$ cat src/rtl/csws_defines.vh
// Shared constants of the charger two-wire word slave.
`ifndef CSWS_DEFINES_VH
`define CSWS_DEFINES_VH

// Bus address, seven bits, without the direction bit.
`define CSWS_SLAVE_ADDR 7'h09
`define CSWS_DIR_READ 1'h1

// Command codes.
`define CSWS_CMD_CFG 8'h12
`define CSWS_CMD_CUR 8'h14
`define CSWS_CMD_VOLT 8'h15
`define CSWS_CMD_INCUR 8'h3F
`define CSWS_CMD_MAKER 8'hFE
`define CSWS_CMD_PART 8'hFF

// Reset values of the writable words.
`define CSWS_RST_CFG 16'h6000
`define CSWS_RST_ZERO 16'h0000

// Watchdog period field in the configuration word.
`define CSWS_CFG_WD_MSB 14
`define CSWS_CFG_WD_LSB 13
`define CSWS_WD_OFF 2'h0
`define CSWS_WD_P1 2'h1
`define CSWS_WD_P2 2'h2
`define CSWS_WD_P3 2'h3

// Byte framing.
`define CSWS_LAST_BIT 4'h7
`define CSWS_BYTE_BITS 4'h8
`define CSWS_IDX_ADDR 3'h0
`define CSWS_IDX_CMD 3'h1
`define CSWS_IDX_LO 3'h2
`define CSWS_IDX_HI 3'h3

// Times in milliseconds and the clock rate in kHz; counts are derived from them.
`define CSWS_CLK_KHZ 36'h0000061A8
`define CSWS_TIMEOUT_MS 36'h000000019
`define CSWS_DEGLITCH_MS 36'h00000000A
`define CSWS_WD_P1_MS 36'h00000ABE0
`define CSWS_WD_P2_MS 36'h0000157C0
`define CSWS_WD_P3_MS 36'h00002AB98
`define CSWS_CNT_ONE 36'h000000001
`define CSWS_CNT_ZERO 36'h000000000

`endif

$ cat src/rtl/csws_low_timer.v
// Clock-low timeout detector of the two-wire bus.
`timescale 1ns/1ps
`include "csws_defines.vh"

module csws_low_timer #(
  parameter [35:0] TIMEOUT_CYC = `CSWS_TIMEOUT_MS * `CSWS_CLK_KHZ
) (
  input wire mclk_i,
  input wire reset_n_i,
  input wire scl_i,
  input wire busy_i,
  output wire timeout_o
);

  reg [35:0] cnt_reg;
  reg timeout_reg;

  assign timeout_o = timeout_reg;

  // Counting only while a transfer is open keeps an idle, held-low bus from pulsing forever.
  always @(posedge mclk_i or negedge reset_n_i) begin
    if (!reset_n_i) begin
      cnt_reg <= `CSWS_CNT_ZERO;
      timeout_reg <= 1'b0;
    end else begin
      if (scl_i || !busy_i) begin
        cnt_reg <= `CSWS_CNT_ZERO;
      end else if (cnt_reg != TIMEOUT_CYC) begin
        cnt_reg <= cnt_reg + `CSWS_CNT_ONE;
      end
      timeout_reg <= busy_i && !scl_i && (cnt_reg == TIMEOUT_CYC - `CSWS_CNT_ONE);
    end
  end

endmodule

$ cat src/rtl/csws_slave.v
// Charger two-wire word slave: bit engine, command registers and timer hookup.
`timescale 1ns/1ps
`include "csws_defines.vh"

module csws_slave #(
  parameter [35:0] TIMEOUT_CYC = `CSWS_TIMEOUT_MS * `CSWS_CLK_KHZ,
  parameter [35:0] DEGLITCH_CYC = `CSWS_DEGLITCH_MS * `CSWS_CLK_KHZ,
  parameter [35:0] WD_P1_CYC = `CSWS_WD_P1_MS * `CSWS_CLK_KHZ,
  parameter [35:0] WD_P2_CYC = `CSWS_WD_P2_MS * `CSWS_CLK_KHZ,
  parameter [35:0] WD_P3_CYC = `CSWS_WD_P3_MS * `CSWS_CLK_KHZ,
  // Arbitrary identity value.
  parameter [15:0] PART_ID = 16'h0A5A,
  // Arbitrary identity value.
  parameter [15:0] MAKER_ID = 16'h5A0A
) (
  input wire mclk_i,
  input wire reset_n_i,
  input wire supply_ok_i,
  input wire adapter_sense_ok_i,
  input wire scl_i,
  input wire sda_i,
  output wire sda_o,
  output wire sda_oe_o,
  output wire [15:0] charger_configuration_o,
  output wire [15:0] charge_current_limit_o,
  output wire [15:0] charge_voltage_limit_o,
  output wire [15:0] input_current_limit_o,
  output wire watchdog_expired_o,
  output wire bus_timeout_o
);

  localparam [4:0] S_IDLE = 5'h01;
  localparam [4:0] S_RX = 5'h02;
  localparam [4:0] S_ACK = 5'h04;
  localparam [4:0] S_TX = 5'h08;
  localparam [4:0] S_MACK = 5'h10;

  reg scl_q;
  reg sda_q;
  reg sda_drv_reg;
  reg [4:0] state_reg;
  reg [4:0] state_next;
  reg [3:0] bit_cnt_reg;
  reg [3:0] bit_cnt_next;
  reg [2:0] byte_idx_reg;
  reg [2:0] byte_idx_next;
  reg [7:0] shift_reg;
  reg [7:0] shift_next;
  reg [7:0] tx_reg;
  reg [7:0] tx_next;
  reg [7:0] cmd_reg;
  reg [7:0] cmd_next;
  reg [7:0] wr_lo_reg;
  reg [7:0] wr_lo_next;
  reg read_reg;
  reg read_next;
  reg have_cmd_reg;
  reg have_cmd_next;
  reg ack_reg;
  reg ack_next;
  reg rx_done_reg;
  reg rx_done_next;
  reg hi_sent_reg;
  reg hi_sent_next;
  reg host_ack_reg;
  reg host_ack_next;
  reg sda_oe_reg;
  reg sda_oe_next;
  reg wr_commit_reg;
  reg wr_commit_next;
  reg [15:0] cfg_reg;
  reg [15:0] cfg_next;
  reg [15:0] cur_reg;
  reg [15:0] cur_next;
  reg [15:0] volt_reg;
  reg [15:0] volt_next;
  reg [15:0] incur_reg;
  reg [15:0] incur_next;
  reg ack_now;

  wire timeout_pulse;
  wire bus_en = supply_ok_i && adapter_sense_ok_i;
  wire scl_rise = scl_i && !scl_q;
  wire scl_fall = !scl_i && scl_q;
  wire start_det = scl_i && scl_q && sda_q && !sda_i;
  wire stop_det = scl_i && scl_q && !sda_q && sda_i;

  // Commands that a word read may address.
  function csws_readable;
    input [7:0] cmd;
    begin
      case (cmd)
        `CSWS_CMD_CFG, `CSWS_CMD_CUR, `CSWS_CMD_VOLT, `CSWS_CMD_INCUR: csws_readable = 1'b1;
        `CSWS_CMD_MAKER, `CSWS_CMD_PART: csws_readable = 1'b1;
        default: csws_readable = 1'b0;
      endcase
    end
  endfunction

  // Commands that a word write may change; identity words are excluded.
  function csws_writable;
    input [7:0] cmd;
    begin
      case (cmd)
        `CSWS_CMD_CFG, `CSWS_CMD_CUR, `CSWS_CMD_VOLT, `CSWS_CMD_INCUR: csws_writable = 1'b1;
        default: csws_writable = 1'b0;
      endcase
    end
  endfunction

  reg [15:0] rd_word;
  always @* begin
    case (cmd_reg)
      `CSWS_CMD_CFG: rd_word = cfg_reg;
      `CSWS_CMD_CUR: rd_word = cur_reg;
      `CSWS_CMD_VOLT: rd_word = volt_reg;
      `CSWS_CMD_INCUR: rd_word = incur_reg;
      `CSWS_CMD_MAKER: rd_word = MAKER_ID;
      `CSWS_CMD_PART: rd_word = PART_ID;
      default: rd_word = `CSWS_RST_ZERO;
    endcase
  end

  // The clock pin is input only: the slave never stretches, so its share of stretch is zero.
  assign sda_o = sda_drv_reg;
  assign sda_oe_o = sda_oe_reg;
  assign charger_configuration_o = cfg_reg;
  assign charge_current_limit_o = cur_reg;
  assign charge_voltage_limit_o = volt_reg;
  assign input_current_limit_o = incur_reg;

  always @* begin
    state_next = state_reg;
    bit_cnt_next = bit_cnt_reg;
    byte_idx_next = byte_idx_reg;
    shift_next = shift_reg;
    tx_next = tx_reg;
    cmd_next = cmd_reg;
    wr_lo_next = wr_lo_reg;
    read_next = read_reg;
    have_cmd_next = have_cmd_reg;
    ack_next = ack_reg;
    rx_done_next = rx_done_reg;
    hi_sent_next = hi_sent_reg;
    host_ack_next = host_ack_reg;
    sda_oe_next = sda_oe_reg;
    wr_commit_next = 1'b0;
    cfg_next = cfg_reg;
    cur_next = cur_reg;
    volt_next = volt_reg;
    incur_next = incur_reg;
    ack_now = 1'b0;
    if (!bus_en) begin
      state_next = S_IDLE;
      sda_oe_next = 1'b0;
      have_cmd_next = 1'b0;
    end else if (timeout_pulse || stop_det) begin
      state_next = S_IDLE;
      sda_oe_next = 1'b0;
      have_cmd_next = 1'b0;
    end else if (start_det) begin
      // A repeated start keeps the command so that a word read can follow.
      state_next = S_RX;
      bit_cnt_next = 4'h0;
      byte_idx_next = `CSWS_IDX_ADDR;
      rx_done_next = 1'b0;
      sda_oe_next = 1'b0;
    end else begin
      case (state_reg)
        S_IDLE: begin
          state_next = S_IDLE;
        end
        S_RX: begin
          if (scl_rise && !rx_done_reg) begin
            shift_next = {shift_reg[6:0], sda_i};
            bit_cnt_next = bit_cnt_reg + 4'h1;
            if (bit_cnt_reg == `CSWS_LAST_BIT) begin
              rx_done_next = 1'b1;
            end
          end else if (scl_fall && rx_done_reg) begin
            rx_done_next = 1'b0;
            bit_cnt_next = 4'h0;
            state_next = S_ACK;
            case (byte_idx_reg)
              `CSWS_IDX_ADDR: begin
                read_next = shift_reg[0];
                ack_now = (shift_reg[7:1] == `CSWS_SLAVE_ADDR) &&
                  (shift_reg[0] != `CSWS_DIR_READ || have_cmd_reg);
              end
              `CSWS_IDX_CMD: begin
                cmd_next = shift_reg;
                have_cmd_next = csws_readable(shift_reg);
                ack_now = csws_readable(shift_reg);
              end
              `CSWS_IDX_LO: begin
                wr_lo_next = shift_reg;
                ack_now = csws_writable(cmd_reg);
              end
              `CSWS_IDX_HI: begin
                ack_now = csws_writable(cmd_reg);
                if (csws_writable(cmd_reg)) begin
                  wr_commit_next = 1'b1;
                end
                case (cmd_reg)
                  `CSWS_CMD_CFG: cfg_next = {shift_reg, wr_lo_reg};
                  `CSWS_CMD_CUR: cur_next = {shift_reg, wr_lo_reg};
                  `CSWS_CMD_VOLT: volt_next = {shift_reg, wr_lo_reg};
                  `CSWS_CMD_INCUR: incur_next = {shift_reg, wr_lo_reg};
                  default: cfg_next = cfg_reg;
                endcase
              end
              default: begin
                ack_now = 1'b0;
              end
            endcase
            ack_next = ack_now;
            sda_oe_next = ack_now;
          end
        end
        S_ACK: begin
          if (scl_fall) begin
            sda_oe_next = 1'b0;
            if (!ack_reg) begin
              state_next = S_IDLE;
            end else if (read_reg) begin
              // The first data bit goes out on the same falling edge that ends the acknowledge.
              tx_next = {rd_word[6:0], 1'b0};
              sda_oe_next = !rd_word[7];
              bit_cnt_next = 4'h1;
              hi_sent_next = 1'b0;
              state_next = S_TX;
            end else begin
              byte_idx_next = byte_idx_reg + 3'h1;
              state_next = S_RX;
            end
          end
        end
        S_TX: begin
          if (scl_fall) begin
            if (bit_cnt_reg == `CSWS_BYTE_BITS) begin
              sda_oe_next = 1'b0;
              host_ack_next = 1'b0;
              state_next = S_MACK;
            end else begin
              sda_oe_next = !tx_reg[7];
              tx_next = {tx_reg[6:0], 1'b0};
              bit_cnt_next = bit_cnt_reg + 4'h1;
            end
          end
        end
        S_MACK: begin
          if (scl_rise) begin
            host_ack_next = !sda_i;
          end else if (scl_fall) begin
            if (host_ack_reg && !hi_sent_reg) begin
              tx_next = {rd_word[14:8], 1'b0};
              sda_oe_next = !rd_word[15];
              bit_cnt_next = 4'h1;
              hi_sent_next = 1'b1;
              state_next = S_TX;
            end else begin
              state_next = S_IDLE;
            end
          end
        end
        default: begin
          state_next = S_IDLE;
          sda_oe_next = 1'b0;
        end
      endcase
    end
  end

  always @(posedge mclk_i or negedge reset_n_i) begin
    if (!reset_n_i) begin
      scl_q <= 1'b1;
      sda_q <= 1'b1;
      sda_drv_reg <= 1'b0;
      state_reg <= S_IDLE;
      bit_cnt_reg <= 4'h0;
      byte_idx_reg <= `CSWS_IDX_ADDR;
      shift_reg <= 8'h00;
      tx_reg <= 8'h00;
      cmd_reg <= 8'h00;
      wr_lo_reg <= 8'h00;
      read_reg <= 1'b0;
      have_cmd_reg <= 1'b0;
      ack_reg <= 1'b0;
      rx_done_reg <= 1'b0;
      hi_sent_reg <= 1'b0;
      host_ack_reg <= 1'b0;
      sda_oe_reg <= 1'b0;
      wr_commit_reg <= 1'b0;
      cfg_reg <= `CSWS_RST_CFG;
      cur_reg <= `CSWS_RST_ZERO;
      volt_reg <= `CSWS_RST_ZERO;
      incur_reg <= `CSWS_RST_ZERO;
    end else begin
      scl_q <= scl_i;
      sda_q <= sda_i;
      sda_drv_reg <= 1'b0;
      state_reg <= state_next;
      bit_cnt_reg <= bit_cnt_next;
      byte_idx_reg <= byte_idx_next;
      shift_reg <= shift_next;
      tx_reg <= tx_next;
      cmd_reg <= cmd_next;
      wr_lo_reg <= wr_lo_next;
      read_reg <= read_next;
      have_cmd_reg <= have_cmd_next;
      ack_reg <= ack_next;
      rx_done_reg <= rx_done_next;
      hi_sent_reg <= hi_sent_next;
      host_ack_reg <= host_ack_next;
      sda_oe_reg <= sda_oe_next;
      wr_commit_reg <= wr_commit_next;
      cfg_reg <= cfg_next;
      cur_reg <= cur_next;
      volt_reg <= volt_next;
      incur_reg <= incur_next;
    end
  end

  csws_low_timer #(
    .TIMEOUT_CYC(TIMEOUT_CYC)
  ) u_low_timer (
    .mclk_i(mclk_i),
    .reset_n_i(reset_n_i),
    .scl_i(scl_i),
    .busy_i(state_reg != S_IDLE),
    .timeout_o(timeout_pulse)
  );

  assign bus_timeout_o = timeout_pulse;

  csws_watchdog #(
    .DEGLITCH_CYC(DEGLITCH_CYC),
    .WD_P1_CYC(WD_P1_CYC),
    .WD_P2_CYC(WD_P2_CYC),
    .WD_P3_CYC(WD_P3_CYC)
  ) u_watchdog (
    .mclk_i(mclk_i),
    .reset_n_i(reset_n_i),
    .restart_i(wr_commit_reg),
    .period_sel_i(cfg_reg[`CSWS_CFG_WD_MSB:`CSWS_CFG_WD_LSB]),
    .expired_o(watchdog_expired_o)
  );

endmodule

$ cat src/rtl/csws_watchdog.v
// Host watchdog with a deglitched restart request.
`timescale 1ns/1ps
`include "csws_defines.vh"

module csws_watchdog #(
  parameter [35:0] DEGLITCH_CYC = `CSWS_DEGLITCH_MS * `CSWS_CLK_KHZ,
  parameter [35:0] WD_P1_CYC = `CSWS_WD_P1_MS * `CSWS_CLK_KHZ,
  parameter [35:0] WD_P2_CYC = `CSWS_WD_P2_MS * `CSWS_CLK_KHZ,
  parameter [35:0] WD_P3_CYC = `CSWS_WD_P3_MS * `CSWS_CLK_KHZ
) (
  input wire mclk_i,
  input wire reset_n_i,
  input wire restart_i,
  input wire [1:0] period_sel_i,
  output wire expired_o
);

  reg pend_reg;
  reg [35:0] dg_cnt_reg;
  reg [35:0] wd_cnt_reg;
  reg expired_reg;

  function [35:0] csws_period;
    input [1:0] sel;
    begin
      case (sel)
        `CSWS_WD_P1: csws_period = WD_P1_CYC;
        `CSWS_WD_P2: csws_period = WD_P2_CYC;
        default: csws_period = WD_P3_CYC;
      endcase
    end
  endfunction

  wire apply = pend_reg && (dg_cnt_reg >= DEGLITCH_CYC - `CSWS_CNT_ONE);
  wire wd_on = (period_sel_i != `CSWS_WD_OFF);
  wire hit = wd_on && (wd_cnt_reg >= csws_period(period_sel_i) - `CSWS_CNT_ONE);

  assign expired_o = expired_reg;

  always @(posedge mclk_i or negedge reset_n_i) begin
    if (!reset_n_i) begin
      pend_reg <= 1'b0;
      dg_cnt_reg <= `CSWS_CNT_ZERO;
      wd_cnt_reg <= `CSWS_CNT_ZERO;
      expired_reg <= 1'b0;
    end else begin
      // A restart request is latched at once and acts only after the whole deglitch time has run.
      if (restart_i) begin
        pend_reg <= 1'b1;
      end else if (apply) begin
        pend_reg <= 1'b0;
      end
      if (!pend_reg || apply) begin
        dg_cnt_reg <= `CSWS_CNT_ZERO;
      end else begin
        dg_cnt_reg <= dg_cnt_reg + `CSWS_CNT_ONE;
      end
      if (apply || !wd_on || hit) begin
        wd_cnt_reg <= `CSWS_CNT_ZERO;
      end else begin
        wd_cnt_reg <= wd_cnt_reg + `CSWS_CNT_ONE;
      end
      // Expiry seen in the same cycle as a restart stays flagged.
      if (hit) begin
        expired_reg <= 1'b1;
      end else if (apply) begin
        expired_reg <= 1'b0;
      end
    end
  end

endmodule

$ cat config.mk
export PLATFORM = sky130hd
export DESIGN_NAME = csws_slave
export DESIGN_NICKNAME = d
export VERILOG_FILES = /design/src/rtl/csws_low_timer.v /design/src/rtl/csws_slave.v /design/src/rtl/csws_watchdog.v
export VERILOG_INCLUDE_DIRS = /design/src /design/src/rtl
export SDC_FILE = /design/constraint.sdc
export NUM_CORES = 1
export LEC_CHECK = 0
export BUFFER_PORTS_ARGS = -buffer_cell sky130_fd_sc_hd__buf_4
export CAP_MARGIN = 20
export CORE_MARGIN = 1
export CORE_UTILIZATION = 60
export CTS_BUF_LIST = sky130_fd_sc_hd__clkbuf_8
export DETAILED_ROUTE_END_ITERATION = 7
export PLACE_DENSITY = 0.79
export SLEW_MARGIN = 10
export SYNTH_ARGS = -nofsm -noshare
export SYNTH_HDL_FRONTEND = slang
export SYNTH_HIERARCHICAL = 1
export SYNTH_SLANG_ARGS = --single-unit
$ cat constraint.sdc
create_clock -name mclk_i -period 6.6 [get_ports mclk_i]
set_input_delay 1.32 -clock mclk_i [delete_from_list [all_inputs] [get_ports mclk_i]]
set_output_delay 1.32 -clock mclk_i [all_outputs]
set_load 0.1 [all_outputs]
==> run_results.csv <==
group,metric,value,unit
yosys,mean_area_per_synthesized_cell,10.9,sq um
cts,ctsResizeCount,0,
placement,place.port_buffers,72,
cts,cts_hold_buffers,0,
power,largest_voltage_drop_on_the_vdd_net,0.193,mV
timing,final-hold-violation-count,0,
finish,nets,1227,
floorplan,die-area,20500,sq um
floorplan,core.rowCount,51,
setup_path,timing.critical_path.slowest_stage_cell,"sky130_fd_sc_hd__o211ai_4",
status,run_status,"finished, final reports clean",
floorplan,chipWidth,143,um
setup_path,slowest_delay,0.64,ns
cts,clockRootBuffer,"sky130_fd_sc_hd__clkbuf_8",
setup_path,sum_of_buffers_and_inverters_on_the_critical_path,2,
power,pwr-share-seq,0.518,
floorplan,area_of_the_core,19500,sq um
timing,rsz0062_at_grt,"no",
timing,worst-slew-pin-transition,0.969,ns
cts,cts.clk_slew.worst_paths,0.06,ns
finish,area_delta_synth_final,12.8,%
finish,post_route_cells_drive_above_1_share,0.243,
cts,cts.path.max_buffers,3,
detailed_routing,detail_route.vias_per_cell,5.94,
finish,post_layout_cell_count,1482,
setup_path,path_cells,"inv_1, ha_1, ha_1, and4bb_1, nand3_1, a31oi_1, nor4b_4, o211ai_4, buf_4, nor3_1",
timing,clock_skews,0.0188,ns
cts,clock_tree_from_tritoncts,"built",
detailed_routing,drt.antenna.violating_nets,0,
setup_path,startpoint_type,"flop",
finish,final_cell_mix,"sky130_fd_sc_hd__dfrtp_1 (223), sky130_fd_sc_hd__nor2_1 (99), sky130_fd_sc_hd__mux2_2 (90)",
setup_path,critPathMostFrequentCell,"sky130_fd_sc_hd__ha_1",
timing,setup-violations-final,0,
global_routing,grt_overflow_total,0,
cts,post_cts.repair.setup_buffers,0,
yosys,synth.distinct_cells,94,
detailed_routing,drt_iter0_drc,648,
detailed_routing,via_count_of_the_routed_design,8802,
flow_run,max-cap-violations,0,
placement,detailed_place_hpwl,18.3,mm
floorplan,start_util,0.614,
finish,insertedDiodeCount,0,
setup_path,reg2reg_slack,3.10,ns
floorplan,num_io_pins,74,
placement,placedCellCount,1412,
yosys,post_synth_edffs,0,
setup_path,worst_ep_required_time,6.98,ns
power,share_clk_of_total_power,0.450,
detailed_routing,detailedRoute.firstPassIterationCount,6,
yosys,ys_seq_area_frac,0.478,
power,comb_power_share,0.033,
min_path,worst_hold_path_type,"flop to flop",
power,cellLeakagePower,5.96,nW
min_path,whs_endpoint,"u_watchdog/pend_reg$_DFFE_PN0P_",
yosys,count_of_state_elements_after_synthesis,228,
cts,cts_htree_levels,2,
timing,slew_headroom,0.353,
detailed_routing,routed_wirelength,26.7,mm
min_path,hold_start,"wr_commit_reg$_DFF_PN0_",
placement,gpl.final_weighted_congestion,0.911,
yosys,instance_count_of_the_mapped_netlist,1099,
timing,accumulated_negative_setup_slack,0,ns
power,p_sw,0.638,mW
timing,finalMaxSlewViolations,0,
finish,most_frequent_standard_cell_in_the_layout_excluding_fill_and_tap_cells,"sky130_fd_sc_hd__dfrtp_1",
setup_path,timing.setup.critical_path_class,"flop to flop",
power,cellPowerDensity,205,nW/um^2
timing,peak_freq,0.286,GHz
power,swShare,0.231,
timing,finalWorstPathRequiredPeriod,3.50,ns
min_path,worstHoldPathCells,1,
yosys,synth_top_flop_cell,"sky130_fd_sc_hd__dfrtp_1",
setup_path,ff2ff_path_depth,10,
yosys,netlist_area,11900,sq um
global_routing,grt_first_pass_wirelength,43.9,mm
setup_path,worst-endpoint-arrival,3.88,ns
timing,whs,0.426,ns
cts,clk-insertion-delay-late,0.53,ns
setup_path,crit_path_max_delay_family,"compound AO/OA/AOI/OAI gates",
timing,fraction_of_the_cycle_the_final_worst_path_needs,0.531,
global_routing,pin_count_of_the_biggest_net_entering_global_routing,120,
setup_path,timing.critical_path.fanout_max,18,
setup_path,crit-reg2reg-capture,"u_watchdog/wd_cnt_reg[5]$_DFF_PN0_",
cts,clock_sinks,228,
detailed_routing,drc,0,
detailed_routing,wl_per_cell,18.0,um
global_routing,first_global_vias,8538,
yosys,synthesis.yosys.warnings,6,
setup_path,worstReg2RegStart,"charger_configuration_o[13]$_DFFE_PN1P_",
floorplan,die_h,143,um
power,intPower,2.12,mW
global_routing,antenna_found_initial,1,
yosys,fraction_of_synthesis_flops_using_an_asynchronous_set_or_reset_pin,1.00,
setup_path,worst_setup_path_end_kind,"flop",
cts,cts-buffers-inserted,38,
global_routing,grt_util_all_layers,0.273,
[cell families after synthesis]
family,after synthesis,share of synthesized area
AND/OR/NAND/NOR,424,0.214
XOR/XNOR,83,0.0609
flip-flops,228,0.478
AO/OA/AOI/OAI,153,0.0899
buffers and inverters,79,0.0311
other,2,0.000629
adder cells (fa/ha/maj),33,0.0346
multiplexers,97,0.0907
[layer usage]
layer / share of wire / routed length, um / GRT usage / vias up
met3: 0.072 / 1930 / 0.0661 / 47
met4: 0.019 / 501 / 0.0787 / 2
met2: 0.47 / 12500 / 0.430 / 292
met5: 0.00045 / 12 / 0 / -
met1: 0.44 / 11800 / 0.375 / 4323
li1: - / - / - / 4138
[power groups by stage]
stage / sequential [mW] / clock, mW / combinational (mW)
after floorplan: 1.45 / 0 / 0.0479
after global placement: 1.45 / 0 / 0.0880
after detailed placement: 1.45 / 0 / 0.0908
after CTS: 1.43 / 1.27 / 0.0911
after global routing: 1.43 / 1.34 / 0.106
final: 1.43 / 1.24 / 0.0896
[synth_stat cells, types with 5 or more instances]
cell	count	share of area
sky130_fd_sc_hd__a21o_1	5	0.0031
sky130_fd_sc_hd__dfrtp_1	223	0.47
sky130_fd_sc_hd__mux2i_1	7	0.0059
sky130_fd_sc_hd__a221oi_1	5	0.0037
sky130_fd_sc_hd__ha_1	33	0.035
sky130_fd_sc_hd__inv_1	32	0.010
sky130_fd_sc_hd__mux2_2	90	0.085
sky130_fd_sc_hd__clkbuf_1	23	0.0072
sky130_fd_sc_hd__nor4_1	19	0.010
sky130_fd_sc_hd__nor2b_1	8	0.0042
sky130_fd_sc_hd__nand3b_1	7	0.0044
sky130_fd_sc_hd__nor3_1	18	0.0075
sky130_fd_sc_hd__nand2b_1	9	0.0047
sky130_fd_sc_hd__a21oi_1	33	0.014
sky130_fd_sc_hd__nand2_1	67	0.021
sky130_fd_sc_hd__a22oi_1	16	0.010
sky130_fd_sc_hd__nor3_2	29	0.024
sky130_fd_sc_hd__o21ai_0	29	0.012
sky130_fd_sc_hd__o21a_1	5	0.0031
sky130_fd_sc_hd__and2_1	5	0.0026
sky130_fd_sc_hd__buf_2	12	0.0050
sky130_fd_sc_hd__xnor2_1	41	0.030
sky130_fd_sc_hd__and4_1	7	0.0051
sky130_fd_sc_hd__or4_1	5	0.0031
sky130_fd_sc_hd__nand3_1	58	0.024
sky130_fd_sc_hd__buf_6	7	0.0066
sky130_fd_sc_hd__nand4_1	23	0.012
sky130_fd_sc_hd__or3_1	8	0.0042
sky130_fd_sc_hd__xor2_1	42	0.031
sky130_fd_sc_hd__nor2_1	99	0.031
sky130_fd_sc_hd__and3_1	10	0.0052
sky130_fd_sc_hd__dfstp_2	5	0.011
[worst max-delay path by stage]
stage	start	end	slack, ns	cells after the start
after floorplan	charger_configuration_o[13]$_DFFE_PN1P_	u_watchdog/wd_cnt_reg[27]$_DFF_PN0_	3.51	10
after global placement	scl_i	tx_reg[1]$_DFFE_PN0P_	3.11	6
after detailed placement	scl_i	tx_reg[1]$_DFFE_PN0P_	3.08	6
after CTS	charger_configuration_o[13]$_DFFE_PN1P_	u_watchdog/wd_cnt_reg[4]$_DFF_PN0_	3.07	10
after global routing	charger_configuration_o[13]$_DFFE_PN1P_	u_watchdog/wd_cnt_reg[3]$_DFF_PN0_	2.79	9
final	charger_configuration_o[13]$_DFFE_PN1P_	u_watchdog/wd_cnt_reg[5]$_DFF_PN0_	3.10	10
[area by class of cell]
type                            count  area [sq um]
Sequential cell                   228          5710
Tap cell                          265           332
Inverter                           32           120
Multi-Input combinational cell    811          5930
Timing Repair Buffer               77           598
Clock buffer                       50           688
Clock inverter                     19          85.1
Fill cell                        1440          6000
[per-stage QoR]
stage / setup slack, ns / util / cell area (sq um) / power [mW]
after floorplan: 3.51 / - / 12000 / 1.50
after detailed placement: 3.08 / 0.652 / 12700 / 1.54
final: 3.10 / 0.692 / 13500 / 2.76
after CTS: 3.07 / 0.691 / 13500 / 2.79
after global routing: 2.79 / 0.692 / 13500 / 2.87
after global placement: 3.11 / 0.652 / 12700 / 1.54
(Power assumes the default switching activity.)
